==> src/design/sssx_pkg.sv <==
// shared offsets, field positions, reset values, opcodes and helpers of the execution block
`default_nettype none
package sssx_pkg;
	localparam int SSSX_AW = 8;
	localparam logic [7:0] OFF_CMD = 8'h00;
	localparam logic [7:0] OFF_SRC_A = 8'h04;
	localparam logic [7:0] OFF_SRC_B = 8'h08;
	localparam logic [7:0] OFF_DEST = 8'h0C;
	localparam logic [7:0] OFF_IMM = 8'h10;
	localparam logic [7:0] OFF_MSW = 8'h14;
	localparam logic [7:0] OFF_PC = 8'h18;
	localparam logic [7:0] OFF_STATUS = 8'h1C;
	localparam logic [7:0] OFF_ST_ADDR = 8'h20;
	localparam logic [7:0] OFF_ST_DATA = 8'h24;
	// machine_state_word bit positions
	localparam int MSW_CARRY = 0;
	localparam int MSW_IRQ = 1;
	localparam int MSW_DC_EN = 2;
	localparam int MSW_IC_EN = 3;
	// status bit positions
	localparam int ST_SLOT = 0;
	localparam int ST_PFX = 1;
	localparam int ST_DC_REFUSED = 2;
	localparam int ST_IC_REFUSED = 3;
	// tag bits, counted from the lsb (msb-first bits 30 and 31)
	localparam int TAG_VALID_BIT = 1;
	localparam int TAG_LOCK_BIT = 0;
	localparam logic [31:0] RST_WORD = 32'h0000_0000;
	localparam logic [15:0] RST_HALF = 16'h0000;
	localparam logic [3:0] RST_MSW = 4'h0;
	localparam logic [1:0] RESP_OKAY = 2'h0;
	localparam logic [1:0] RESP_SLVERR = 2'h2;
	localparam logic [1:0] SIZE_BYTE = 2'h0;
	localparam logic [1:0] SIZE_HALF = 2'h1;
	localparam logic [1:0] SIZE_WORD = 2'h2;
	typedef enum logic [4:0] {
		OP_NOP = 5'h00, OP_RET_IRQ = 5'h01, OP_RET_CALL = 5'h02,
		OP_STB_REG = 5'h03, OP_STB_IMM = 5'h04, OP_STH_REG = 5'h05, OP_STH_IMM = 5'h06,
		OP_STW_REG = 5'h07, OP_STW_IMM = 5'h08, OP_WIDEN_H = 5'h09, OP_WIDEN_B = 5'h0A,
		OP_SHR_SIGNED = 5'h0B, OP_SHR_CARRY = 5'h0C, OP_SHR_ZERO = 5'h0D,
		OP_LOAD_DLINE = 5'h0E, OP_LOAD_ILINE = 5'h0F, OP_XOR = 5'h10,
		OP_XOR_CONST = 5'h11, OP_IMM_PFX = 5'h12
	} sssx_op_t;
	typedef enum logic [0:0] {SEQ_RUN = 1'b0, SEQ_SLOT = 1'b1} sssx_seq_t;
	// inline constant widening: prefix supplies the upper half when present
	function automatic logic [31:0] sssx_ext_imm(input logic [15:0] imm, input logic pfx_valid,
			input logic [15:0] pfx, input logic zero_ext);
		logic [15:0] upper;
		upper = zero_ext ? 16'h0000 : {16{imm[15]}};
		return pfx_valid ? {pfx, imm} : {upper, imm};
	endfunction
	// byte-strobe merge of a bus write into a word
	function automatic logic [31:0] sssx_merge(input logic [31:0] cur, input logic [31:0] wd,
			input logic [3:0] strb);
		logic [31:0] res;
		res = cur;
		for (int i = 0; i < 4; i++) begin
			if (strb[i]) begin
				res[i*8 +: 8] = wd[i*8 +: 8];
			end
		end
		return res;
	endfunction
endpackage
`default_nettype wire

==> src/design/sssx_alu.sv <==
// register result and carry of widen, shift and exclusive-or operations
`default_nettype none
module sssx_alu
	import sssx_pkg::*;
(
	input wire sssx_op_t op_in,
	input wire logic [31:0] src_a_in,
	input wire logic [31:0] src_b_in,
	input wire logic [31:0] imm_ext_in,
	input wire logic carry_in,
	output logic [31:0] result_out,
	output logic carry_next_out,
	output logic wr_dest_out,
	output logic wr_carry_out
);
	always_comb begin
		result_out = src_a_in;
		carry_next_out = carry_in;
		wr_dest_out = 1'b1;
		wr_carry_out = 1'b0;
		case (op_in)
			OP_WIDEN_H: result_out = {{16{src_a_in[15]}}, src_a_in[15:0]};
			OP_WIDEN_B: result_out = {{24{src_a_in[7]}}, src_a_in[7:0]};
			OP_SHR_SIGNED: begin
				result_out = {src_a_in[31], src_a_in[31:1]};
				carry_next_out = src_a_in[0];
				wr_carry_out = 1'b1;
			end
			OP_SHR_CARRY: begin
				result_out = {carry_in, src_a_in[31:1]};
				carry_next_out = src_a_in[0];
				wr_carry_out = 1'b1;
			end
			OP_SHR_ZERO: begin
				result_out = {1'b0, src_a_in[31:1]};
				carry_next_out = src_a_in[0];
				wr_carry_out = 1'b1;
			end
			OP_XOR: result_out = src_a_in ^ src_b_in;
			OP_XOR_CONST: result_out = src_a_in ^ imm_ext_in;
			default: wr_dest_out = 1'b0;
		endcase
	end
endmodule // sssx_alu
`default_nettype wire

==> src/design/sssx_agu.sv <==
// address sum, alignment and store data of stores and returns
`default_nettype none
module sssx_agu
	import sssx_pkg::*;
(
	input wire sssx_op_t op_in,
	input wire logic [31:0] src_a_in,
	input wire logic [31:0] src_b_in,
	input wire logic [31:0] imm_ext_in,
	input wire logic [31:0] dest_in,
	output logic [31:0] sum_out,
	output logic [31:0] addr_out,
	output logic [31:0] data_out,
	output logic [1:0] size_out,
	output logic is_store_out
);
	logic reg_form;
	assign reg_form = (op_in == OP_STB_REG) || (op_in == OP_STH_REG) || (op_in == OP_STW_REG);
	assign sum_out = src_a_in + (reg_form ? src_b_in : imm_ext_in);
	always_comb begin
		addr_out = sum_out;
		data_out = {24'h000000, dest_in[7:0]};
		size_out = SIZE_BYTE;
		is_store_out = 1'b1;
		case (op_in)
			OP_STB_REG, OP_STB_IMM: size_out = SIZE_BYTE;
			OP_STH_REG, OP_STH_IMM: begin
				addr_out = {sum_out[31:1], 1'b0};
				data_out = {16'h0000, dest_in[15:0]};
				size_out = SIZE_HALF;
			end
			OP_STW_REG, OP_STW_IMM: begin
				addr_out = {sum_out[31:2], 2'b00};
				data_out = dest_in;
				size_out = SIZE_WORD;
			end
			default: is_store_out = 1'b0;
		endcase
	end
endmodule // sssx_agu
`default_nettype wire

==> src/design/sssx_exec_top.sv <==
// execution block for returns, stores, widening, right shifts, cache line writes and xor, on AXI4-Lite
`default_nettype none
// What this block does
// - return_from_irq jumps to source plus extended constant, then sets irq_allow_flag.
// - the instruction after return_from_irq runs first, with interrupts held off.
// - return_from_call jumps to source plus sign-extended constant, flags untouched.
// - the instruction after return_from_call completes before the jump takes effect.
// - byte stores write the least significant byte of dest_reg.
// - offset stores add source and extended constant; register stores add both sources.
// - halfword stores clear the lowest address bit and write the low halfword.
// - word stores clear the two lowest address bits and write the whole word.
// - widen_half_signed copies the halfword sign bit over the upper sixteen bits.
// - widen_byte_signed copies the byte sign bit over the upper twenty-four bits.
// - signed right shift keeps the sign bit, shifted-out bit goes to carry.
// - right shift through carry inserts old carry, shifted-out bit goes to carry.
// - zero-fill right shift inserts zero, shifted-out bit goes to carry.
// - data cache line write takes tag from first source, data from second.
// - data cache line write happens only while the data cache is disabled.
// - instruction cache line write takes tag from first source, data from second.
// - instruction cache line write happens only while the instruction cache is disabled.
// - register xor writes first source xor second source to dest_reg.
// - xor with constant zero-extends the sixteen-bit constant unless a prefix instruction supplies the upper half.
// - inline constants other than the xor constant sign-extend unless a prefix instruction supplies the upper half.
module sssx_exec_top
	import sssx_pkg::*;
(
	input wire logic core_clk_in,
	input wire logic resetn_in,
	input wire logic [SSSX_AW-1:0] s_axi_awaddr_in,
	input wire logic s_axi_awvalid_in,
	output logic s_axi_awready_out,
	input wire logic [31:0] s_axi_wdata_in,
	input wire logic [3:0] s_axi_wstrb_in,
	input wire logic s_axi_wvalid_in,
	output logic s_axi_wready_out,
	output logic [1:0] s_axi_bresp_out,
	output logic s_axi_bvalid_out,
	input wire logic s_axi_bready_in,
	input wire logic [SSSX_AW-1:0] s_axi_araddr_in,
	input wire logic s_axi_arvalid_in,
	output logic s_axi_arready_out,
	output logic [31:0] s_axi_rdata_out,
	output logic [1:0] s_axi_rresp_out,
	output logic s_axi_rvalid_out,
	input wire logic s_axi_rready_in,
	output logic mem_wr_out,
	output logic [31:0] mem_addr_out,
	output logic [31:0] mem_data_out,
	output logic [1:0] mem_size_out,
	output logic dcache_wr_out,
	output logic icache_wr_out,
	output logic [31:0] cache_tag_out,
	output logic [31:0] cache_data_out,
	output logic cache_valid_out,
	output logic cache_lock_out,
	output logic [31:0] pc_out,
	output logic pc_load_out,
	output logic irq_allow_out,
	output logic carry_out
);
	// bus side storage
	logic aw_held, w_held, bvalid, rvalid;
	logic [SSSX_AW-1:0] aw_addr;
	logic [31:0] w_data, rdata;
	logic [3:0] w_strb;
	logic [1:0] bresp, rresp;
	// software visible state
	logic [31:0] first_source_reg, second_source_reg, dest_reg, branch_target, pc;
	logic [15:0] imm_field, pfx_hi;
	logic [3:0] machine_state_word;
	sssx_op_t cmd_op;
	sssx_seq_t seq;
	logic exec_go, ret_irq_pend, pfx_valid, dc_refused, ic_refused;
	// write decode
	logic wr_fire, wr_cmd, wr_a, wr_b, wr_dest, wr_imm, wr_msw, wr_known;
	assign wr_fire = aw_held & w_held & ~bvalid;
	assign wr_cmd = wr_fire & (aw_addr == OFF_CMD);
	assign wr_a = wr_fire & (aw_addr == OFF_SRC_A);
	assign wr_b = wr_fire & (aw_addr == OFF_SRC_B);
	assign wr_dest = wr_fire & (aw_addr == OFF_DEST);
	assign wr_imm = wr_fire & (aw_addr == OFF_IMM);
	assign wr_msw = wr_fire & (aw_addr == OFF_MSW);
	assign wr_known = wr_cmd | wr_a | wr_b | wr_dest | wr_imm | wr_msw;
	assign s_axi_awready_out = ~aw_held & ~bvalid;
	assign s_axi_wready_out = ~w_held & ~bvalid;
	assign s_axi_bvalid_out = bvalid;
	assign s_axi_bresp_out = bresp;
	assign s_axi_arready_out = ~rvalid;
	assign s_axi_rvalid_out = rvalid;
	assign s_axi_rdata_out = rdata;
	assign s_axi_rresp_out = rresp;
	// execute decode
	logic exec_ret, exec_slot, exec_dline, exec_iline, zero_ext;
	logic alu_carry, alu_wr_dest, alu_wr_carry, agu_store;
	logic [31:0] imm_ext, alu_result, agu_sum, agu_addr, agu_data, next_dest, merged_word, imm_merged;
	logic [1:0] agu_size;
	assign exec_ret = exec_go & ((cmd_op == OP_RET_IRQ) | (cmd_op == OP_RET_CALL));
	assign exec_slot = exec_go & (seq == SEQ_SLOT);
	assign exec_dline = exec_go & (cmd_op == OP_LOAD_DLINE);
	assign exec_iline = exec_go & (cmd_op == OP_LOAD_ILINE);
	assign zero_ext = (cmd_op == OP_XOR_CONST);
	assign imm_ext = sssx_ext_imm(imm_field, pfx_valid, pfx_hi, zero_ext);
	assign merged_word = sssx_merge(RST_WORD, w_data, w_strb);
	assign imm_merged = sssx_merge({16'h0000, imm_field}, w_data, w_strb);
	assign next_dest = wr_dest ? sssx_merge(dest_reg, w_data, w_strb) : alu_result;

	sssx_alu u_alu (
		.op_in(cmd_op),
		.src_a_in(first_source_reg),
		.src_b_in(second_source_reg),
		.imm_ext_in(imm_ext),
		.carry_in(machine_state_word[MSW_CARRY]),
		.result_out(alu_result),
		.carry_next_out(alu_carry),
		.wr_dest_out(alu_wr_dest),
		.wr_carry_out(alu_wr_carry)
	);

	sssx_agu u_agu (
		.op_in(cmd_op),
		.src_a_in(first_source_reg),
		.src_b_in(second_source_reg),
		.imm_ext_in(imm_ext),
		.dest_in(dest_reg),
		.sum_out(agu_sum),
		.addr_out(agu_addr),
		.data_out(agu_data),
		.size_out(agu_size),
		.is_store_out(agu_store)
	);

	// read decode
	logic [31:0] rd_word;
	logic rd_known;
	always_comb begin
		rd_word = RST_WORD;
		rd_known = 1'b1;
		case (s_axi_araddr_in)
			OFF_CMD: rd_word = {27'h0000000, cmd_op};
			OFF_SRC_A: rd_word = first_source_reg;
			OFF_SRC_B: rd_word = second_source_reg;
			OFF_DEST: rd_word = dest_reg;
			OFF_IMM: rd_word = {16'h0000, imm_field};
			OFF_MSW: rd_word = {28'h0000000, machine_state_word};
			OFF_PC: rd_word = pc;
			OFF_STATUS: rd_word = {28'h0000000, ic_refused, dc_refused, pfx_valid, seq == SEQ_SLOT};
			OFF_ST_ADDR: rd_word = mem_addr_out;
			OFF_ST_DATA: rd_word = mem_data_out;
			default: rd_known = 1'b0;
		endcase
	end

	// write address and data are taken in either order
	always_ff @(posedge core_clk_in or negedge resetn_in) begin
		if (!resetn_in) begin
			aw_held <= 1'b0;
			aw_addr <= '0;
		end else if (s_axi_awvalid_in && s_axi_awready_out) begin
			aw_held <= 1'b1;
			aw_addr <= s_axi_awaddr_in;
		end else if (wr_fire) begin
			aw_held <= 1'b0;
		end
	end

	always_ff @(posedge core_clk_in or negedge resetn_in) begin
		if (!resetn_in) begin
			w_held <= 1'b0;
			w_data <= RST_WORD;
			w_strb <= 4'h0;
		end else if (s_axi_wvalid_in && s_axi_wready_out) begin
			w_held <= 1'b1;
			w_data <= s_axi_wdata_in;
			w_strb <= s_axi_wstrb_in;
		end else if (wr_fire) begin
			w_held <= 1'b0;
		end
	end

	// write response
	always_ff @(posedge core_clk_in or negedge resetn_in) begin
		if (!resetn_in) begin
			bvalid <= 1'b0;
			bresp <= RESP_OKAY;
		end else if (wr_fire) begin
			bvalid <= 1'b1;
			bresp <= wr_known ? RESP_OKAY : RESP_SLVERR;
		end else if (s_axi_bready_in) begin
			bvalid <= 1'b0;
		end
	end

	// read channel
	always_ff @(posedge core_clk_in or negedge resetn_in) begin
		if (!resetn_in) begin
			rvalid <= 1'b0;
			rdata <= RST_WORD;
			rresp <= RESP_OKAY;
		end else if (s_axi_arvalid_in && !rvalid) begin
			rvalid <= 1'b1;
			rdata <= rd_word;
			rresp <= rd_known ? RESP_OKAY : RESP_SLVERR;
		end else if (s_axi_rready_in) begin
			rvalid <= 1'b0;
		end
	end

	// operand registers
	always_ff @(posedge core_clk_in or negedge resetn_in) begin
		if (!resetn_in) begin
			first_source_reg <= RST_WORD;
			second_source_reg <= RST_WORD;
			imm_field <= RST_HALF;
		end else begin
			if (wr_a) begin
				first_source_reg <= sssx_merge(first_source_reg, w_data, w_strb);
			end
			if (wr_b) begin
				second_source_reg <= sssx_merge(second_source_reg, w_data, w_strb);
			end
			if (wr_imm) begin
				imm_field <= imm_merged[15:0];
			end
		end
	end

	// dest_reg takes software writes and register results
	always_ff @(posedge core_clk_in or negedge resetn_in) begin
		if (!resetn_in) begin
			dest_reg <= RST_WORD;
		end else if (wr_dest || (exec_go && alu_wr_dest)) begin
			dest_reg <= next_dest;
		end
	end

	// command register starts one execution per write
	always_ff @(posedge core_clk_in or negedge resetn_in) begin
		if (!resetn_in) begin
			cmd_op <= OP_NOP;
			exec_go <= 1'b0;
		end else begin
			exec_go <= wr_cmd;
			if (wr_cmd) begin
				cmd_op <= sssx_op_t'(merged_word[4:0]);
			end
		end
	end

	// machine_state_word: hardware updates win over software writes
	always_ff @(posedge core_clk_in or negedge resetn_in) begin
		if (!resetn_in) begin
			machine_state_word <= RST_MSW;
		end else begin
			if (wr_msw && w_strb[0]) begin
				machine_state_word <= w_data[3:0];
			end
			if (exec_go && alu_wr_carry) begin
				machine_state_word[MSW_CARRY] <= alu_carry;
			end
			if (exec_slot && ret_irq_pend) begin
				machine_state_word[MSW_IRQ] <= 1'b1;
			end
		end
	end

	// delay slot sequencing of returns
	always_ff @(posedge core_clk_in or negedge resetn_in) begin
		if (!resetn_in) begin
			seq <= SEQ_RUN;
			ret_irq_pend <= 1'b0;
			branch_target <= RST_WORD;
			pc <= RST_WORD;
			pc_load_out <= 1'b0;
		end else begin
			pc_load_out <= exec_slot;
			if (exec_slot) begin
				pc <= branch_target;
				seq <= SEQ_RUN;
				ret_irq_pend <= 1'b0;
			end
			if (exec_ret) begin
				branch_target <= agu_sum;
				seq <= SEQ_SLOT;
				ret_irq_pend <= (cmd_op == OP_RET_IRQ);
			end
		end
	end

	// interrupts stay off while a delay slot is outstanding
	assign irq_allow_out = machine_state_word[MSW_IRQ] & (seq == SEQ_RUN);
	assign carry_out = machine_state_word[MSW_CARRY];
	assign pc_out = pc;

	// immediate prefix applies to the next executed instruction only
	always_ff @(posedge core_clk_in or negedge resetn_in) begin
		if (!resetn_in) begin
			pfx_valid <= 1'b0;
			pfx_hi <= RST_HALF;
		end else if (exec_go) begin
			pfx_valid <= (cmd_op == OP_IMM_PFX);
			if (cmd_op == OP_IMM_PFX) begin
				pfx_hi <= imm_field;
			end
		end
	end

	// memory store port
	always_ff @(posedge core_clk_in or negedge resetn_in) begin
		if (!resetn_in) begin
			mem_wr_out <= 1'b0;
			mem_addr_out <= RST_WORD;
			mem_data_out <= RST_WORD;
			mem_size_out <= SIZE_BYTE;
		end else begin
			mem_wr_out <= exec_go & agu_store;
			if (exec_go && agu_store) begin
				mem_addr_out <= agu_addr;
				mem_data_out <= agu_data;
				mem_size_out <= agu_size;
			end
		end
	end

	// cache line writes, refused while the matching cache is enabled
	always_ff @(posedge core_clk_in or negedge resetn_in) begin
		if (!resetn_in) begin
			dcache_wr_out <= 1'b0;
			icache_wr_out <= 1'b0;
			dc_refused <= 1'b0;
			ic_refused <= 1'b0;
		end else begin
			dcache_wr_out <= exec_dline & ~machine_state_word[MSW_DC_EN];
			icache_wr_out <= exec_iline & ~machine_state_word[MSW_IC_EN];
			if (exec_dline) begin
				dc_refused <= machine_state_word[MSW_DC_EN];
			end
			if (exec_iline) begin
				ic_refused <= machine_state_word[MSW_IC_EN];
			end
		end
	end

	always_ff @(posedge core_clk_in or negedge resetn_in) begin
		if (!resetn_in) begin
			cache_tag_out <= RST_WORD;
			cache_data_out <= RST_WORD;
			cache_valid_out <= 1'b0;
			cache_lock_out <= 1'b0;
		end else if ((exec_dline && !machine_state_word[MSW_DC_EN])
				|| (exec_iline && !machine_state_word[MSW_IC_EN])) begin
			cache_tag_out <= first_source_reg;
			cache_data_out <= second_source_reg;
			cache_valid_out <= first_source_reg[TAG_VALID_BIT];
			cache_lock_out <= first_source_reg[TAG_LOCK_BIT];
		end
	end
endmodule // sssx_exec_top
`default_nettype wire

==> config.mk <==
export PLATFORM = sky130hd
export DESIGN_NAME = sssx_exec_top
export DESIGN_NICKNAME = d
export VERILOG_FILES = /design/src/design/sssx_pkg.sv /design/src/design/sssx_alu.sv /design/src/design/sssx_agu.sv /design/src/design/sssx_exec_top.sv
export SDC_FILE = /design/constraint.sdc
export NUM_CORES = 1
export LEC_CHECK = 0
export ABC_AREA = 1
export CAP_MARGIN = 0
export CORE_MARGIN = 2
export CORE_UTILIZATION = 45
export DETAILED_ROUTE_END_ITERATION = 6
export DONT_BUFFER_PORTS = 1
export GPL_TIMING_DRIVEN = 0
export HOLD_SLACK_MARGIN = 0.03
export SLEW_MARGIN = 20
export SYNTH_ARGS = -nofsm -noshare
export SYNTH_HDL_FRONTEND = slang
export SYNTH_SLANG_ARGS = --single-unit
==> constraint.sdc <==
create_clock -name core_clk_in -period 5.05 [get_ports core_clk_in]
set_clock_uncertainty 0.15 [all_clocks]
set_input_delay 0.2525 -clock core_clk_in [delete_from_list [all_inputs] [get_ports core_clk_in]]
set_output_delay 0.2525 -clock core_clk_in [all_outputs]
set_load 0.03 [all_outputs]
==> results of run 1 <==
-- through the flow --
step / hold slack [ns] / total power (W) / cell area, sq um
2_1_floorplan: -0.193 / 0.00497 / 21500
3_3_place_gp: -0.180 / 0.00561 / 22200
3_5_place_dp: -0.177 / 0.00565 / 22200
4_1_cts: -0.800 / 0.00927 / 24300
5_1_grt: -0.798 / 0.00965 / 24300
6_report: -0.792 / 0.00930 / 24300
-- placed cells by master, fill, tap and decap left out, drive strengths merged --
cell type / synthesis / routed
a211oi: 1 / 1
a21boi: 3 / 3
a21o: 1 / 1
a21oi: 203 / 203
a22oi: 1 / 1
a31oi: 3 / 3
buf: 38 / 38
bufinv: 0 / 5
clkbuf: 85 / 153
clkinv: 3 / 12
clkinvlp: 0 / 4
conb: 1 / 2
dfrtp: 423 / 423
dlygate4sd3: 0 / 55
fa: 1 / 1
ha: 33 / 33
inv: 288 / 288
mux2: 26 / 26
nand2: 666 / 666
nand3: 155 / 155
nand3b: 6 / 6
nand4: 11 / 11
nor2: 267 / 267
nor3: 23 / 23
o2111ai: 10 / 10
o211ai: 31 / 31
o21a: 2 / 2
o21ai: 387 / 387
o21bai: 8 / 8
o22ai: 48 / 48
o31ai: 4 / 4
or2: 13 / 13
xnor2: 7 / 7
xor2: 6 / 6
-- cells by family (layout without fill, tap and decap cells) --
logic type | count (synthesis) | in the layout | synth area share (%)
other cells | 1 | 2 | 0.0175
flops | 423 | 423 | 49.4
xor+xnor | 13 | 13 | 0.531
compound gates | 702 | 702 | 17.5
fa+ha+maj | 34 | 34 | 2.02
simple gates | 1141 | 1141 | 21.6
buf+inv | 414 | 555 | 7.52
mux | 26 | 26 | 1.37
-- worst reg2reg max path, cell delays in order (launching register included) --
cell      delay, ns
dfrtp_1        0.36
buf_2          0.17
inv_1          0.26
nand2_1        0.16
nand2_1        0.09
nand2_1        0.10
clkbuf_1       0.27
clkbuf_1       0.34
o21ai_0        0.29
ha_1           0.23
inv_1          0.09
fa_1           0.44
o21ai_1        0.35
nand2_1        0.10
nand2_1        0.19
inv_1          0.07
o21ai_0        0.39
nand2_1        0.17
nand2_1        0.09
nand2_1        0.07
nand3_1        0.10
o21ai_0        0.10
-- Yosys cell counts, types with 2 or more instances --
library cell	instances
nand2_1	664
dfrtp_1	423
o21ai_0	366
inv_1	281
nor2_1	262
a21oi_1	203
nand3_1	152
clkbuf_1	83
o22ai_1	48
ha_1	33
o211ai_1	31
buf_2	27
mux2_2	26
nor3_1	21
o21ai_1	17
nand4_1	11
or2_2	11
o2111ai_1	10
o21bai_1	8
inv_2	7
xnor2_1	7
buf_4	6
nand3b_1	6
xor2_1	6
buf_1	5
nor2_2	5
o21ai_2	4
a21boi_0	3
a31oi_1	3
clkinv_1	3
o31ai_1	3
clkbuf_2	2
nand3_2	2
nor3_2	2
o21a_1	2
or2_1	2
-- report_power, final --
part           total [W]  internal, W  leakage, nW  switching, W
sequential       0.00416      0.00370         5.75      0.000454
combinational    0.00158     0.000486         4.98       0.00110
clock            0.00356      0.00210        0.765       0.00147
total            0.00930      0.00629         11.5       0.00302
-- how the worst min path moves through the flow --
stage,startpoint,endpoint,slack (ns),cells past startpoint
2_1_floorplan,resetn_in,aw_addr[0],-0.19,0
3_3_place_gp,resetn_in,pc_out[6],-0.18,0
4_1_cts,resetn_in,mem_data_out[24],-0.80,0
6_report,resetn_in,mem_addr_out[6],-0.79,0
3_5_place_dp,resetn_in,branch_target[6],-0.18,0
5_1_grt,resetn_in,pc_out[6],-0.80,0
-- layout make-up --
type / count / area, sq um
fill: 4571 / 22400
sequential: 423 / 10600
multi-input combinational: 1918 / 9250
clock buffer: 68 / 1340
inverter: 291 / 1090
tap: 607 / 759
timing repair buffer: 55 / 551
buffer: 123 / 522
clock inverter: 18 / 251
-- per-layer routing --
layer | up-vias | GRT usage [%] | wire length (um)
met5 | - | 0 | 0
met4 | 0 | 10.8 | 2570
met3 | 156 | 7.14 | 8030
met2 | 970 | 54.4 | 38500
met1 | 9865 | 50.8 | 38800
li1 | 9279 | - | -
-- timing repair --
action                     CTS  global route
setup endpoints to repair    0            10
gates resized for setup      0             4
hold endpoints to repair   474           423
==> flow_metrics.tcl, run 1 <==
set metrics [dict create \
    status "complete, but fails checks" \
    violations "negative hold slack" \
    final_core_util_pct 52.1 \
    slew_headroom_pct 33.2 \
    postCtsHoldBufs 55 \
    cts_buffers 47 \
    first_global_vias 19700 \
    power.density_nw_per_um2 382 \
    syn_to_final_growth_pct 13.5 \
    p_leak_nw 11.5 \
    slew_viol_final 0 \
    synth_cells 2754 \
    diodes 0 \
    maxCapViolCount 0 \
    setup_viol 0 \
    cts_root_buffer "clkbuf_16" \
    cp-startpoint "cmd_op[4]" \
    rows 79 \
    hold_violations 423 \
    vias_per_cell 5.79 \
    cts.sinks 423 \
    path_delay_family "buffers and inverters" \
    ios 270 \
    dp_slack_ns 0.244 \
    timing.final.ws_setup_ns 0.328 \
    chipWidth_um 222 \
    grt.overflow.total 0 \
    synthDistinctLibCells 45 \
    dp_cells 3362 \
    track_usage_pct 35.5 \
    ant_nets 0 \
    worst_path_most_repeated_cell "nand2_1" \
    timing.rr.end "branch_target[18]" \
    avgSynthCellArea_sq_um 7.79 \
    globalplace.congestion 0.993 \
    reg2reg_slack_ns 0.33 \
    rsz0062_at_grt "false" \
    start_util_pct 45.9 \
    cp-end-kind "register" \
    critPathKind "register to register" \
    cts.htree.levels 2 \
    cts_tree "yes" \
    max_freq_mhz 212 \
    synth_top_flop_cell "dfrtp_1" \
    peakVddDrop_uv 380 \
    core-area_sq_um 46800 \
    wl_um 87900 \
    layout-drive-gt1-share_pct 5.87 \
    synthesis.yosys.warnings 0 \
    finalCritPeriodShare_pct 93.5 \
    clk_latency_ns 0.60 \
    ys_ff_latch 423 \
    grt_max_degree 424 \
    required_ns 5.35 \
    yosysTopAreaCell "dfrtp_1" \
    die-area_sq_um 49400 \
    dp_hpwl_um 69300 \
    cp_slowest_cell "fa_1" \
    rr_worst_depth 21 \
    critPathMaxStageDelay_ns 0.44 \
    final_net_count 2952 \
    dieHeight_um 222 \
    first_pass_iters 6 \
    cts_setup_buffers 0 \
    cp.depth 21 \
    cp.buffers_inverters 6 \
    synth_top_area_share_pct 49.4 \
    clkTransAtPathRegs_ns 0.06 \
    final_cell_count_no_fill 3503 \
    drt_first_iter_violations 2308 \
    synthArstFlopShare_pct 100 \
    antenna_found_initial 0 \
    wire_per_inst_um 25.1 \
    r2r_start "cmd_op[4]" \
    vias 20300 \
    crit_chain "buf_2 > inv_1 > nand2_1 > nand2_1 > nand2_1 > clkbuf_1 > clkbuf_1 > o21ai_0 > ha_1 > inv_1 > fa_1 > o21ai_1 > nand2_1 > nand2_1 > inv_1 > o21ai_0 > nand2_1 > nand2_1 > nand2_1 > nand3_1 > o21ai_0" \
    critPathArrivalTime_ns 5.02 \
    synthTopCellsByArea "dfrtp_1, nand2_1, o21ai_0" \
    tns_ns 0 \
    hp-class "input port to asynchronous set/reset pin" \
    yosysSeqAreaShare_pct 49.4 \
    grt_pass1_wl_um 130000 \
    tightest_slew_ns 1.00 \
    critPathLaunchType "register" \
    crit_fanout 10 \
    hold_ws_ns -0.792 \
    drc 0 \
    syn_area_sq_um 21400 \
    min_period_ns 4.72 \
    crit_path_end "branch_target[18]" \
    synth_edf_count 0 \
    numPortBuffers 0 \
    cts_buffer_depth 3 \
]
(Power assumes the default switching activity.)
==> inputs of run 2 (changes only) <==
--- a/config.mk
+++ b/config.mk
@@ -9,6 +9,7 @@
 export CAP_MARGIN = 0
 export CORE_MARGIN = 2
 export CORE_UTILIZATION = 45
+export CTS_BUF_LIST = sky130_fd_sc_hd__clkbuf_8
 export DETAILED_ROUTE_END_ITERATION = 6
 export DONT_BUFFER_PORTS = 1
 export GPL_TIMING_DRIVEN = 0
==> run 2 against run 1 <==
Sequential cell count is the same. Final cell count is 1.5% higher. Power shrank 1.1%. Critical path depth stayed put. Critical endpoint is now mem_addr_out[18]. Highest routed layer unchanged. Largest power group unchanged. Sequential share of layout area shrank 0.16 points. The flow still finishes with violations (negative hold slack). Final area grew 0.36%. Non-clock buffer count up 9. Clock power fell by 4%. Setup slack worse by 0.0064 ns. Critical path type unchanged. Combinational power rose by 3%. Via count rose by 1.4%.
==> flow_metrics.tcl, run 2 (synthesis results as in run 1) <==
set metrics [dict create \
    track_usage_pct 35.9 \
    hold_violations 423 \
    hp-class "input port to asynchronous set/reset pin" \
    crit_fanout 10 \
    final_common_cell "nand2_1" \
    cts.sinks 423 \
    p_sw_w 0.00308 \
    p_leak_nw 11.6 \
    antenna_found_initial 0 \
    drt_first_iter_violations 2414 \
    final_core_util_pct 52.3 \
    maxCapViolCount 0 \
    cts_buffer_depth 3 \
    diodes 0 \
    clkTransAtPathRegs_ns 0.06 \
    grt.overflow.total 0 \
    max_freq_mhz 212 \
    wl_um 88500 \
    postCtsHoldBufs 64 \
    numPortBuffers 0 \
    crit_chain "buf_2 > inv_1 > nand2_1 > nand2_1 > nand2_1 > clkbuf_1 > clkbuf_1 > o21ai_0 > ha_1 > inv_1 > fa_1 > o21ai_1 > nand2_1 > nand2_1 > inv_1 > o21ai_0 > nand2_1 > nand2_1 > nand2_1 > nand3_1 > o21ai_0" \
    finalCritPeriodShare_pct 93.6 \
    slew_headroom_pct 36.5 \
    core-area_sq_um 46800 \
    worst_path_most_repeated_cell "nand2_1" \
    dp_slack_ns 0.244 \
    hold_ws_ns -0.862 \
    drc 0 \
    multiInputGateArea_sq_um 9250 \
    p_comb_share_pct 17.8 \
    required_ns 5.40 \
    ios 270 \
    cp-end-kind "register" \
    rows 79 \
    design_area_sq_um 24400 \
    fillers 4612 \
    first_pass_iters 6 \
    ant_nets 0 \
    grt_pass1_wl_um 131000 \
    busiest_layer "met2" \
    setup_viol 0 \
    placed_area_sq_um 22200 \
    power.density_nw_per_um2 376 \
    dp_cells 3362 \
    violations "negative hold slack" \
    status "complete, but fails checks" \
    layout-drive-gt1-share_pct 7.22 \
    cp_slowest_cell "fa_1" \
    critPathKind "register to register" \
    peakVddDrop_uv 312 \
    dieHeight_um 222 \
    critPathMaxStageDelay_ns 0.44 \
    netSwitchingFraction_pct 33.5 \
    cts_root_buffer "clkbuf_8" \
    syn_to_final_growth_pct 13.9 \
    min_period_ns 4.73 \
    p_clk_share_pct 37.0 \
    seqPwrFrac_pct 45.2 \
    slew_viol_final 0 \
    vias_per_cell 5.78 \
    critPathLaunchType "register" \
    die-area_sq_um 49400 \
    cts_setup_buffers 0 \
    final_net_count 2990 \
    rsz0062_at_grt "false" \
    vias 20600 \
    seqCellArea_sq_um 10600 \
    globalplace.congestion 0.993 \
    dp_hpwl_um 69300 \
    cts_buffers 76 \
    use_met3_pct 7.60 \
    cts.htree.levels 3 \
    tightest_slew_ns 0.952 \
    met1_usage_pct 51.1 \
    wire_per_inst_um 24.9 \
    first_global_vias 19900 \
    internal_power_w 0.00612 \
    final_cell_count_no_fill 3557 \
    clk_latency_ns 0.68 \
    grt_max_degree 424 \
    chipWidth_um 222 \
    tns_ns 0 \
    timing.final.ws_setup_ns 0.322 \
    grt_util_met2_pct 54.1 \
    critPathArrivalTime_ns 5.08 \
    cts_tree "yes" \
    layout_common_cells "nand2_1, dfrtp_1, o21ai_0" \
    start_util_pct 45.9 \
]
-- run 2: cell types whose count changed in the layout (fill, tap and decap cells not counted) --
cell / before / now
dlygate4sd3_1: 55 / 64
clkinv_2: 6 / 11
clkbuf_8: 8 / 98
clkinvlp_4: 4 / 3
clkbuf_16: 47 / 0
inv_8: 0 / 1
clkinv_4: 1 / 0
clkbuf_1: 95 / 82
bufinv_16: 5 / 3
inv_1: 281 / 296
clkinv_8: 2 / 0
-- run 2: area by class of cell --
cell class,count,share of cell area [%]
tap,607,3.11
sequential,423,43.3
clock buffer,98,5.52
multi-input combinational,1918,37.9
timing repair buffer,64,2.62
inverter,291,4.47
clock inverter,33,0.963
buffer,123,2.14
-- run 2: layer usage --
metal	vias up	wire length (um)
met3	156	8420
li1	9367	-
met5	-	0
met2	1050	38500
met1	9988	38800
met4	0	2820
-- run 2: final timing paths --
kind	from	endpoint	slack (ns)	cells past startpoint
max in group asynchronous	resetn_in	cache_tag_out[16]	4.99	0
worst min-delay path	resetn_in	branch_target[6]	-0.86	0
worst max register to register	cmd_op[4]	mem_addr_out[18]	0.32	21
min in group core_clk_in	s_axi_rready_in	s_axi_rvalid_out	0.08	2
worst min register to register	branch_target[10]	pc_out[10]	0.33	2
worst max-delay path	cmd_op[4]	mem_addr_out[18]	0.32	21
-- run 2: critical path: cells and delay by family (launching register included) --
family / cells / cell delay, ns
compound gates: 4 / 1.12
simple gates: 9 / 1.06
buf+inv: 6 / 1.21
fa+ha+maj: 2 / 0.67
flops: 1 / 0.36
-- run 2: timing repair --
item                                    in CTS  in global routing
endpoints found under the setup margin       0                 11
hold endpoints to repair                   475                423
gates resized for setup                      0                  4
-- run 2: metrics by stage --
stage	hold slack, ns	total power, W
detailed placement	-0.177	0.00565
floorplan	-0.193	0.00497
CTS	-0.896	0.00915
global placement	-0.180	0.00561
finish	-0.862	0.00920
global route	-0.884	0.00956
-- run 2: power by group through the flow --
| stage | clock [W] | sequential [W] | combinational, W |
|---|---|---|---|
| 2_1_floorplan | 0 | 0.00398 | 0.000987 |
| 3_3_place_gp | 0 | 0.00418 | 0.00144 |
| 3_5_place_dp | 0 | 0.00418 | 0.00146 |
| 4_1_cts | 0.00345 | 0.00412 | 0.00158 |
| 5_1_grt | 0.00360 | 0.00418 | 0.00179 |
| 6_report | 0.00341 | 0.00416 | 0.00163 |
